`config.mk`:
```
export PLATFORM = sky130hd
export DESIGN_NAME = hpc_config_regs
export DESIGN_NICKNAME = d
export VERILOG_FILES = /design/src/inc/hpc_pkg.sv /design/src/logic/hpc_config_regs.sv
export SDC_FILE = /design/constraint.sdc
export NUM_CORES = 1
export LEC_CHECK = 0
export BUFFER_PORTS_ARGS = -buffer_cell sky130_fd_sc_hd__buf_2
export CORE_MARGIN = 4
export CORE_UTILIZATION = 50
export DETAILED_ROUTE_END_ITERATION = 12
export PLACE_DENSITY = 0.78
export SETUP_SLACK_MARGIN = 0.3
export SLEW_MARGIN = 30
export SYNTH_ARGS = -nofsm -noshare
export SYNTH_HDL_FRONTEND = slang
export SYNTH_SLANG_ARGS = --single-unit
```
`constraint.sdc`:
```
create_clock -name clk -period 3.5 [get_ports clk]
set_clock_uncertainty 0.05 [all_clocks]
set_input_delay 0.175 -clock clk [delete_from_list [all_inputs] [get_ports clk]]
set_output_delay 0.175 -clock clk [all_outputs]
set_load 0.05 [all_outputs]
```
`src/inc/hpc_pkg.sv`:
```
// Constants and carrier types for the hub port PHY configuration registers
// Overview of operation
// Port 3 boost code sits in bits 2:0 of its register: 000 nominal, 001 -5%, 010 +10%, 011 +5%, 100 +20%, 101 +15%.
// Port 2 boost code sits in bits 6:4 of the shared two-port boost register with the same decoding.
// Port 1 boost code sits in bits 2:0 of the shared register, which resets to zero (nominal drive on both ports).
// Code 110 selects the +25% setting and code 111 keeps nominal drive.
// A clear swap bit routes D+ to the plus pin and D- to the minus pin, a set bit exchanges them.
// Swap controls for ports 3, 2 and 1 sit at bits 3, 2 and 1; bit 0 and bits 7:4 are reserved.
// The upper remap nibble sets physical port 2: 0000 disabled, 0001 to 0011 logical port 1 to 3.
// A remap code of 0100 or above acts as 0000 and disables that physical port.
// The lower remap nibble sets physical port 1 with the same decoding.
// The ports 1-2 remap register resets to 0x21, an identity mapping.
// Remapping applies only while remap enable is set, otherwise ports keep physical numbers.
// The hub reports only its count of enabled downstream ports, which the host numbers from 1.
// Software must program contiguous logical numbers from 1 up to the enabled port count.
// Reserved bits of the boost and swap registers read as zero and ignore writes.
package hpc_pkg;

    // Register offsets
    localparam logic [7:0] HPC_OFS_BOOST3  = 8'hf6;
    localparam logic [7:0] HPC_OFS_BOOST21 = 8'hf8;
    localparam logic [7:0] HPC_OFS_SWAP    = 8'hfa;
    localparam logic [7:0] HPC_OFS_REMAP12 = 8'hfb;

    // Writable bit masks, reserved bits clear
    localparam logic [7:0] HPC_MASK_BOOST3  = 8'h07;
    localparam logic [7:0] HPC_MASK_BOOST21 = 8'h77;
    localparam logic [7:0] HPC_MASK_SWAP    = 8'h0e;
    localparam logic [7:0] HPC_MASK_REMAP12 = 8'hff;

    // Reset values
    localparam logic [7:0] HPC_RST_BOOST3  = 8'h00;
    localparam logic [7:0] HPC_RST_BOOST21 = 8'h00;
    localparam logic [7:0] HPC_RST_SWAP    = 8'h00;
    localparam logic [7:0] HPC_RST_REMAP12 = 8'h21;

    // Field positions and port count
    localparam int HPC_BOOST_P1_LSB = 0;
    localparam int HPC_BOOST_P2_LSB = 4;
    localparam int HPC_BOOST_P3_LSB = 0;
    localparam int HPC_REMAP_P1_LSB = 0;
    localparam int HPC_REMAP_P2_LSB = 4;
    localparam int HPC_NUM_PORTS    = 3;

    // Boost codes
    localparam logic [2:0] HPC_BST_NOM  = 3'h0;
    localparam logic [2:0] HPC_BST_M5   = 3'h1;
    localparam logic [2:0] HPC_BST_P10  = 3'h2;
    localparam logic [2:0] HPC_BST_P5   = 3'h3;
    localparam logic [2:0] HPC_BST_P20  = 3'h4;
    localparam logic [2:0] HPC_BST_P15  = 3'h5;
    localparam logic [2:0] HPC_BST_P25  = 3'h6;

    // Remap codes
    localparam logic [3:0] HPC_REMAP_OFF  = 4'h0;
    localparam logic [3:0] HPC_REMAP_LAST = 4'h3;

    // Register access request from the configuration serial port
    typedef struct packed {
        logic       wr;
        logic       rd;
        logic [7:0] addr;
        logic [7:0] wdata;
    } hpc_req_s;

    // One side of a differential data pair
    typedef struct packed {
        logic plus;
        logic minus;
        logic oe;
    } hpc_pair_s;

    typedef logic signed [5:0] hpc_pct_t;

endpackage : hpc_pkg

```
`src/logic/hpc_config_regs.sv`:
```
// Hub port PHY configuration registers with boost, swap and remap outputs
module hpc_config_regs
    import hpc_pkg::*;
(
    // Clock and reset
    input  wire logic             clk,
    input  wire logic             rst,
    // Register access port
    input  wire hpc_req_s         req,
    output logic [7:0]            reg_rdata,
    output logic                  reg_ack,
    // Remap enable from the hub configuration
    input  wire logic             remap_enable,
    // Transceiver side data pairs, ports 1 to 3
    input  wire hpc_pair_s [3:1]  xcvr_tx,
    output hpc_pair_s [3:1]       xcvr_rx,
    // Pin side, three signals per pin
    input  wire logic [3:1]       plus_pin_i,
    input  wire logic [3:1]       minus_pin_i,
    output logic [3:1]            plus_pin_o,
    output logic [3:1]            minus_pin_o,
    output logic [3:1]            pin_oe,
    // Transceiver boost outputs
    output logic [2:0]            port1_boost_code,
    output logic [2:0]            port2_boost_code,
    output logic [2:0]            port3_boost_code,
    output hpc_pct_t [3:1]        boost_pct,
    // Polarity swap and port numbering outputs
    output logic [3:1]            swap,
    output logic [1:0]            port1_logical,
    output logic [1:0]            port2_logical,
    output logic [1:0]            port_count
);

    // Boost code to signed percentage
    function automatic hpc_pct_t boost_to_pct(input logic [2:0] code);
        hpc_pct_t pct;
        pct = 6'sd0;
        case (code)
            HPC_BST_M5:  pct = -6'sd5;
            HPC_BST_P10: pct = 6'sd10;
            HPC_BST_P5:  pct = 6'sd5;
            HPC_BST_P20: pct = 6'sd20;
            HPC_BST_P15: pct = 6'sd15;
            HPC_BST_P25: pct = 6'sd25;
            default:     pct = 6'sd0;
        endcase
        return pct;
    endfunction : boost_to_pct

    // Remap nibble to logical number, zero meaning disabled
    function automatic logic [1:0] remap_to_logical(input logic [3:0] code);
        logic [1:0] num;
        num = 2'h0;
        if (code != HPC_REMAP_OFF && code <= HPC_REMAP_LAST) begin
            num = code[1:0];
        end
        return num;
    endfunction : remap_to_logical

    logic [7:0] port3_drive_boost;
    logic [7:0] ports21_drive_boost;
    logic [7:0] line_polarity_swap;
    logic [7:0] port12_number_remap;
    logic [3:1] plus_meta;
    logic [3:1] plus_sync;
    logic [3:1] minus_meta;
    logic [3:1] minus_sync;

    // Address decode
    wire        hit_boost3  = (req.addr == HPC_OFS_BOOST3);
    wire        hit_boost21 = (req.addr == HPC_OFS_BOOST21);
    wire        hit_swap    = (req.addr == HPC_OFS_SWAP);
    wire        hit_remap12 = (req.addr == HPC_OFS_REMAP12);
    logic [7:0] read_mux;
    always_comb begin
        if (hit_boost3) begin
            read_mux = port3_drive_boost;
        end else if (hit_boost21) begin
            read_mux = ports21_drive_boost;
        end else if (hit_swap) begin
            read_mux = line_polarity_swap;
        end else if (hit_remap12) begin
            read_mux = port12_number_remap;
        end else begin
            read_mux = 8'h00;
        end
    end

    // Decoded fields
    wire [2:0] next_p1_code = ports21_drive_boost[HPC_BOOST_P1_LSB +: 3];
    wire [2:0] next_p2_code = ports21_drive_boost[HPC_BOOST_P2_LSB +: 3];
    wire [2:0] next_p3_code = port3_drive_boost[HPC_BOOST_P3_LSB +: 3];
    wire [3:1] next_swap    = line_polarity_swap[3:1];
    wire [1:0] map1 = remap_to_logical(port12_number_remap[HPC_REMAP_P1_LSB +: 4]);
    wire [1:0] map2 = remap_to_logical(port12_number_remap[HPC_REMAP_P2_LSB +: 4]);
    wire [1:0] next_log1    = remap_enable ? map1 : 2'h1;
    wire [1:0] next_log2    = remap_enable ? map2 : 2'h2;
    wire [1:0] next_count   = 2'(HPC_NUM_PORTS) - 2'(next_log1 == 2'h0)
                              - 2'(next_log2 == 2'h0);

    // Register writes, reserved bits masked off
    always_ff @(posedge clk or posedge rst) begin
        if (rst) begin
            port3_drive_boost   <= HPC_RST_BOOST3;
            ports21_drive_boost <= HPC_RST_BOOST21;
            line_polarity_swap  <= HPC_RST_SWAP;
            port12_number_remap <= HPC_RST_REMAP12;
        end else if (req.wr) begin
            if (hit_boost3) begin
                port3_drive_boost <= req.wdata & HPC_MASK_BOOST3;
            end
            if (hit_boost21) begin
                ports21_drive_boost <= req.wdata & HPC_MASK_BOOST21;
            end
            if (hit_swap) begin
                line_polarity_swap <= req.wdata & HPC_MASK_SWAP;
            end
            if (hit_remap12) begin
                port12_number_remap <= req.wdata & HPC_MASK_REMAP12;
            end
        end
    end

    // Read data and acknowledge, one cycle after the request
    always_ff @(posedge clk or posedge rst) begin
        if (rst) begin
            reg_rdata <= 8'h00;
            reg_ack   <= 1'b0;
        end else begin
            reg_ack <= req.wr | req.rd;
            if (req.rd) begin
                reg_rdata <= read_mux;
            end
        end
    end

    // Exported settings
    always_ff @(posedge clk or posedge rst) begin
        if (rst) begin
            port1_boost_code <= HPC_BST_NOM;
            port2_boost_code <= HPC_BST_NOM;
            port3_boost_code <= HPC_BST_NOM;
            boost_pct        <= '0;
            swap             <= '0;
            port1_logical    <= 2'h1;
            port2_logical    <= 2'h2;
            port_count       <= 2'(HPC_NUM_PORTS);
        end else begin
            port1_boost_code <= next_p1_code;
            port2_boost_code <= next_p2_code;
            port3_boost_code <= next_p3_code;
            boost_pct[1]     <= boost_to_pct(next_p1_code);
            boost_pct[2]     <= boost_to_pct(next_p2_code);
            boost_pct[3]     <= boost_to_pct(next_p3_code);
            swap             <= next_swap;
            port1_logical    <= next_log1;
            port2_logical    <= next_log2;
            port_count       <= next_count;
        end
    end

    // Pin input synchronisers
    always_ff @(posedge clk or posedge rst) begin
        if (rst) begin
            plus_meta  <= '0;
            plus_sync  <= '0;
            minus_meta <= '0;
            minus_sync <= '0;
        end else begin
            plus_meta  <= plus_pin_i;
            plus_sync  <= plus_meta;
            minus_meta <= minus_pin_i;
            minus_sync <= minus_meta;
        end
    end

    // Data pair routing through the swap multiplexer
    always_ff @(posedge clk or posedge rst) begin
        if (rst) begin
            plus_pin_o  <= '0;
            minus_pin_o <= '0;
            pin_oe      <= '0;
            xcvr_rx     <= '0;
        end else begin
            for (int p = 1; p <= HPC_NUM_PORTS; p++) begin
                pin_oe[p]        <= xcvr_tx[p].oe;
                xcvr_rx[p].oe    <= 1'b0;
                if (next_swap[p]) begin
                    plus_pin_o[p]     <= xcvr_tx[p].minus;
                    minus_pin_o[p]    <= xcvr_tx[p].plus;
                    xcvr_rx[p].plus   <= minus_sync[p];
                    xcvr_rx[p].minus  <= plus_sync[p];
                end else begin
                    plus_pin_o[p]     <= xcvr_tx[p].plus;
                    minus_pin_o[p]    <= xcvr_tx[p].minus;
                    xcvr_rx[p].plus   <= plus_sync[p];
                    xcvr_rx[p].minus  <= minus_sync[p];
                end
            end
        end
    end

    // Checks
    AST_P3_DECODE: assert property (@(posedge clk) disable iff (rst)
        port3_drive_boost[2:0] == HPC_BST_P20 |=> boost_pct[3] == 6'sd20)
        else $error("port 3 boost code 100 not decoded as +20");
    AST_P2_FIELD: assert property (@(posedge clk) disable iff (rst)
        req.wr && hit_boost21 |=> ##1 port2_boost_code == $past(req.wdata[6:4], 2))
        else $error("port 2 boost code not taken from bits 6:4");
    AST_P1_RESET: assert property (@(posedge clk) disable iff (rst)
        $fell(rst) |-> ports21_drive_boost == 8'h00 && boost_pct[1] == 6'sd0)
        else $error("shared boost register not reset to nominal");
    AST_P25_CODE: assert property (@(posedge clk) disable iff (rst)
        port3_drive_boost[2:0] == 3'h6 |=> boost_pct[3] == 6'sd25)
        else $error("boost code 110 not decoded as +25");
    AST_P7_NOMINAL: assert property (@(posedge clk) disable iff (rst)
        port3_drive_boost[2:0] == 3'h7 |=> boost_pct[3] == 6'sd0)
        else $error("boost code 111 not decoded as nominal");
    // The release edge still runs the reset branch, so it is left out
    AST_SWAP_ROUTE: assert property (@(posedge clk) disable iff (rst)
        !rst && !next_swap[1] |=> plus_pin_o[1] == $past(xcvr_tx[1].plus)
        && minus_pin_o[1] == $past(xcvr_tx[1].minus))
        else $error("port 1 pair not routed straight with swap clear");
    AST_SWAP_RSVD: assert property (@(posedge clk) disable iff (rst)
        req.rd && hit_swap |=> reg_rdata[0] == 1'b0 && reg_rdata[7:4] == 4'h0)
        else $error("reserved swap bits read nonzero");
    AST_REMAP_HIGH: assert property (@(posedge clk) disable iff (rst)
        remap_enable && port12_number_remap[7:4] >= 4'h4 |=> port2_logical == 2'h0)
        else $error("reserved remap code did not disable port 2");
    AST_REMAP_LOW: assert property (@(posedge clk) disable iff (rst)
        remap_enable && port12_number_remap[3:0] == 4'h3 |=> port1_logical == 2'h3)
        else $error("port 1 remap code 0011 not applied");
    AST_REMAP_UP: assert property (@(posedge clk) disable iff (rst)
        remap_enable && port12_number_remap[7:4] == 4'h1 |=> port2_logical == 2'h1)
        else $error("port 2 remap code 0001 not applied");
    AST_REMAP_RST: assert property (@(posedge clk) disable iff (rst)
        $fell(rst) |-> port12_number_remap == 8'h21)
        else $error("remap register not reset to 0x21");
    AST_REMAP_OFF: assert property (@(posedge clk) disable iff (rst)
        !remap_enable |=> port1_logical == 2'h1 && port2_logical == 2'h2)
        else $error("physical numbering lost with remap disabled");
    AST_COUNT: assert property (@(posedge clk) disable iff (rst)
        remap_enable && map1 == 2'h0 && map2 == 2'h0 |=> port_count == 2'h1)
        else $error("port count ignores disabled ports");
    AST_RSVD_B3: assert property (@(posedge clk) disable iff (rst)
        req.rd && hit_boost3 |=> reg_rdata[7:3] == 5'h00)
        else $error("reserved port 3 boost bits read nonzero");

endmodule : hpc_config_regs
```
### Yosys cells after proc, flatten, opt, wreduce, memory -nomap -nowiden

Cells that the tools add are included.

| storage, ports and cells | value |
|---|---|
| logic and storage cells | 86 |
| register bits | 92 |
| input port bits | 36 |
| output and inout bits | 63 |

| cells by class | value |
|---|---|
| bitwise operators | 1 |
| $add $sub $neg | 2 |
| reduce and logical (&&, ||, !) cells | 10 |
| $lt $le $gt $ge | 2 |
| eq/ne operators | 22 |
| multiplexer cells | 20 |

Operator list:

| operator | number |
|---|---|
| 6-bit one-hot mux with 6 select lines | 3 |
| 8-bit equality test, second input constant | 4 |
| 8-bit 2-to-1 mux | 4 |
| 3-bit equality test, second input constant | 9 |
| 3-bit by 2-bit equality test with 1-bit output, second input constant | 6 |
| 2-bit 2-to-1 mux | 7 |
| 3-bit by 1-bit equality test with 1-bit output, second input constant | 3 |
| 4-bit by 2-bit less-or-equal comparator with 1-bit output, second input constant | 2 |
| 2-bit AND reduction | 4 |
| 4-bit nonzero test | 2 |
| 1-bit 2-to-1 mux | 6 |
| 2-bit zero test | 2 |
| 1-bit logical AND | 2 |
| 2-bit by 1-bit subtractor with 2-bit output | 1 |
| 2-bit by 1-bit subtractor with 2-bit output, first input constant | 1 |
| 1-bit OR | 1 |

### Longest topological paths before layout

| logic depth | value |
|---|---|
| word-level depth | 7 |
| gate-level depth with buffers | 6 |
| gate-level depth less buffers | 6 |

### Worst setup path before layout

No wires, ideal clock.

| path | value |
|---|---|
| kind | input-to-reg |
| from | in req[14] (netlist bit) |
| to | reg line_polarity_swap[1] |
| buffers on the path | 0 |
| stages on the path | 4 |
| data arrival time | 1200 ps |
| slack | 2125 ps |
| data required time | 3325 ps |
| library setup time | 125 ps |
| cell sequence | nand4_4 or3b_4 nor2_4 mux2_2 |

| between the ends | value |
|---|---|
| longest elaborated chain between the ends | 2 |

Ends and longest elaborated chain:

| element | line | source |
|---|---|---|
| start: declaration | hpc_config_regs.sv:9 | `input wire hpc_req_s req,` |
| 8-bit equality test | hpc_config_regs.sv:73 | `wire hit_swap = (req.addr == HPC_OFS_SWAP);` |
| 2-bit AND reduction (no line) | - |  |
| end signal: assignment | hpc_config_regs.sv:117 | `line_polarity_swap <= req.wdata & HPC_MASK_SWAP;` |
| end: declaration | hpc_config_regs.sv:63 | `logic [7:0] line_polarity_swap;` |

Every way passes these cells.
A chain may end at the register's enable or synchronous reset.

### Worst setup path in the final report

| path | value |
|---|---|
| from | reg line_polarity_swap[2] |
| to | reg plus_pin_o[2] (netlist bit) |

| between the ends | value |
|---|---|
| longest elaborated chain between the ends | 1 |

Ends and longest elaborated chain:

| element | line | source |
|---|---|---|
| 1-bit 2-to-1 mux | hpc_config_regs.sv:189 | `if (next_swap[p]) begin` |
| end signal: indexed assignment | hpc_config_regs.sv:190 | `plus_pin_o[p] <= xcvr_tx[p].minus;` |
| end signal: indexed assignment | hpc_config_regs.sv:195 | `plus_pin_o[p] <= xcvr_tx[p].plus;` |
| end: declaration | hpc_config_regs.sv:20 | `output logic [3:1] plus_pin_o,` |

Every way passes these cells.

==> summary.md <==
| Metric | Value |
|---|---|
| Sequential element share of the synthesized area | between 60% and 70% |
| Synth unique cells | 35 |
| Via density | 5.00 |
| # DRC | 0 |
| ANT cells | 0 |
| Maximum number of pins on one net before global-route repair | 66 |
| Count of fill cells added during filler insertion | 500 |
| Via count of the first global-routing pass | roughly 2,200 |
| Number of nets with antenna violations after routing | 0 |
| Maximum vdd drop | 0.312 mV |
| Cts bufs inserted | 9 |
| Clock edge transition at the registers on the reported setup and hold paths | 90 ps |
| Top post-synthesis cells by area | sky130_fd_sc_hd__dfrtp_1 (64%), sky130_fd_sc_hd__mux2_2 (11%), sky130_fd_sc_hd__dfstp_2 (4.7%) |
| RSZ-0062 raised after global routing | no |
| Top Ports | 99 |
| Power Total | about 2100 µW |
| Launch point of the critical path | line_polarity_swap[2]$_DFFE_PP0P_ |
| Static leakage power | 0.00224 µW |
| Overall overflow remaining after global route | 0 |
| Count of flip-flops with a built-in enable after synthesis | 0 |
| Final worst path period share | 45.9% |
| Core outline area | roughly 0.0065 mm² |
| Post-route design area | ~0.0043 mm² |
| Cell Pwr Density | slightly below 500 mW/mm² |
| Crit Reg-Reg Startpoint | line_polarity_swap[2]$_DFFE_PP0P_ |
| Iteration-0 DRC Markers | between 80 and 90 |
| Die outline width | between 90 and 100 µm |
| Data arrival time at the worst-slack endpoint | approximately 1800 ps |
| Post-layout min period | roughly 1600 ps |
| Final Hold Viols | 0 |
| Average instance area after synthesis | about 14 µm² |
| Clock insertion delay at the later pin of the skew report | 360 ps |
| Async set-or-reset flop fraction in the synthesized netlist | between 90% and 100% |
| Port-buffer cells | 95 |
| Placed insts | 404 |
| Tightest Pin Transition | between 500 and 600 ps |
| Final non-filler cell total | ~440 |
| Worst-case hold slack | 24.3 ps |
| Antenna violations before repair | 0 |
| Run status | completed |
| Commonest register cell after synthesis | sky130_fd_sc_hd__dfrtp_1 |
| RePlAce Congestion | 0.715 |
| Critical path startpoint category | register |
| Required arrival time at the worst endpoint | between 3000 and 4000 ps |
| Worst Path Max Fanout | 7 |
| Reg2Reg Setup Slack | around 1900 ps |
| Wire length per cell after detailed routing | ~15 µm |
| Detailed-route wire length | 6800 µm |
| Placed cell area | 0.00393 mm² |
| Final-report setup violation count | 0 |
| Register bit count reported by yosys | slightly above 90 |
| Overall track demand over capacity in global routing | about 18% |
| Synthesis-to-layout area growth | 28.9% |
| Wire length of the first global-routing pass | around 11,000 µm |
| Rows | 29 |
| Worst Reg-to-Reg Cells | 2 |
| Htree depth | 3 |
| Height of the die | 90.1 µm |
| Number of buffers between clock root and the deepest sink | 2 |
| Final HPWL from detailed placement | about 4800 µm |
| Number of warnings printed during yosys synthesis | 0 |
| Category of the most critical setup path | reg -> reg |
| Reg-to-Reg End | plus_pin_o[2]$_DFF_PP0_ |
| Clock tree from TritonCTS | yes |
| Type of destination of the critical path | register |
| Final net count | roughly 400 |
| Setup tns final | 0 ps |
| Critical path endpoint | plus_pin_o[2]$_DFF_PP0_ |
| Max-slew headroom at the worst pin | about 64% |
| Clk Tree Root Cell | sky130_fd_sc_hd__clkbuf_8 |
| Achievable Freq | just over 600 MHz |
| Share of final-layout standard cells stronger than drive strength 1 | approximately 44% |
| Post-synthesis instance area | around 0.0034 mm² |
| Library cell occupying the most area in the post-synthesis netlist | sky130_fd_sc_hd__dfrtp_1 |
| Slew Limit Fails | 0 |
| Maximum capacitance violations | 0 |
| Number of cells produced by synthesis | 234 |
| Drt first pass iters | 4 |
| Starting utilization of the core area | 52.1% |
| Number of sinks on the clock net | 92 |
| Class of the worst hold path | in -> reg |
| Overall via count from detail_route | 2,214 |
| Area share of the leading cell type in the synthesized netlist | ~64% |
| Area of the die | roughly 0.008 mm² |
[cells by family (layout without fill, tap and decap cells)]
group                      Yosys count  after routing  share of synthesized area (%)
and+or+nand+nor                     49             49                           8.96
AOI/OAI and AO/OA                   31             31                           5.87
other                                1              3                          0.111
buffers and inverters               19            149                           2.45
muxes                               35             35                           11.6
xor gates and xnor gates             2              2                          0.520
DFF                                 92             92                           68.6
adders and majority gates            5              5                           1.86
[cell type report]
cell class / instances / area [µm²] / area share, %
Sequential cell: 92 / 2310 / 53.2
Multi-Input combinational cell: 125 / 982 / 22.6
Timing Repair Buffer: 120 / 721 / 16.6
Clock buffer: 11 / 141 / 3.26
Tap cell: 77 / 96.3 / 2.22
Inverter: 13 / 53.8 / 1.24
Clock inverter: 5 / 35.0 / 0.807
[cells in the final DEF, fill, tap and decap left out, types with 2 or more instances in the layout]
master and n:
sky130_fd_sc_hd__dlygate4sd3_1 23, sky130_fd_sc_hd__nand3_1 5, sky130_fd_sc_hd__buf_2 95, sky130_fd_sc_hd__nor2_4 2
sky130_fd_sc_hd__clkbuf_8 10, sky130_fd_sc_hd__xnor2_1 2, sky130_fd_sc_hd__o21a_1 2, sky130_fd_sc_hd__ha_1 5
sky130_fd_sc_hd__nand2b_1 5, sky130_fd_sc_hd__clkinv_2 2, sky130_fd_sc_hd__and3_1 2, sky130_fd_sc_hd__nor2_1 11
sky130_fd_sc_hd__a32o_1 2, sky130_fd_sc_hd__a31oi_1 2, sky130_fd_sc_hd__conb_1 3, sky130_fd_sc_hd__dfrtp_1 86
sky130_fd_sc_hd__inv_1 12, sky130_fd_sc_hd__o21ai_0 11, sky130_fd_sc_hd__nand2_1 12, sky130_fd_sc_hd__buf_4 2
sky130_fd_sc_hd__clkinv_4 2, sky130_fd_sc_hd__a21oi_1 6, sky130_fd_sc_hd__a22o_1 4, sky130_fd_sc_hd__nor2b_1 3
sky130_fd_sc_hd__mux2_2 33, sky130_fd_sc_hd__o21bai_1 2, sky130_fd_sc_hd__mux2i_1 2, sky130_fd_sc_hd__dfstp_2 6
[Yosys cell counts (3+ instances only)]
| cell type | count |
|---|---|
| sky130_fd_sc_hd__dfrtp_1 | 86 |
| sky130_fd_sc_hd__mux2_2 | 33 |
| sky130_fd_sc_hd__inv_1 | 13 |
| sky130_fd_sc_hd__nand2_1 | 12 |
| sky130_fd_sc_hd__nor2_1 | 11 |
| sky130_fd_sc_hd__o21ai_0 | 11 |
| sky130_fd_sc_hd__a21oi_1 | 6 |
| sky130_fd_sc_hd__dfstp_2 | 6 |
| sky130_fd_sc_hd__ha_1 | 5 |
| sky130_fd_sc_hd__nand2b_1 | 5 |
| sky130_fd_sc_hd__nand3_1 | 5 |
| sky130_fd_sc_hd__a22o_1 | 4 |
| sky130_fd_sc_hd__buf_4 | 3 |
| sky130_fd_sc_hd__clkbuf_1 | 3 |
| sky130_fd_sc_hd__nor2b_1 | 3 |
[critical path, stage by stage (launching register included)]
cell                            delay, ps
sky130_fd_sc_hd__dfrtp_1              520
sky130_fd_sc_hd__mux2_2               370
sky130_fd_sc_hd__dlygate4sd3_1        560
[flip-flops by register name, summed over array words and instances, names as in the netlist, 6 cells and up]
signal / flops
boost_pct: 18
ports21_drive_boost: 6
port12_number_remap: 8
xcvr_rx: 6
reg_rdata: 8
[per-stage QoR]
| step | setup WS [ps] | util (%) |
|---|---|---|
| final | 1890 | 67.2 |
| after global placement | 1970 | 60.8 |
| after detailed placement | 1930 | 60.9 |
| after global routing | 1840 | 67.2 |
| after floorplan | 893 | - |
| after CTS | 1920 | 66.7 |
[layer usage]
layer  track usage, %  share of wire [%]
met2             28.0                 51
met4             9.44                1.2
met3             5.18                5.5
met1             21.4                 42
met5                0                  0
[power by group]
group          total, µW  leakage, µW  switching (µW)  internal [µW]
sequential          1150      0.00118            28.9           1120
combinational        319     0.000967             225           94.0
clock                641    0.0000897             362            279
total               2110      0.00224             615           1490
[worst min path at each step]
stage | from | endpoint | cells past startpoint
2_1_floorplan | minus_pin_i[1] | minus_meta[1]$_DFF_PP0_ | 0
3_3_place_gp | minus_pin_i[1] | minus_meta[1]$_DFF_PP0_ | 1
3_5_place_dp | rst | plus_pin_o[1]$_DFF_PP0_ | 2
4_1_cts | req[3] | line_polarity_swap[3]$_DFFE_PP0P_ | 2
5_1_grt | xcvr_tx[7] | plus_pin_o[3]$_DFF_PP0_ | 2
6_report | xcvr_tx[7] | plus_pin_o[3]$_DFF_PP0_ | 2
[timing repair]
action,in CTS,in global routing
resized for setup,0,0
buffers inserted,0,0
hold buffers,20,3
hold endpoints to repair,76,3
Note: power is estimated with default switching activity, not from simulation.
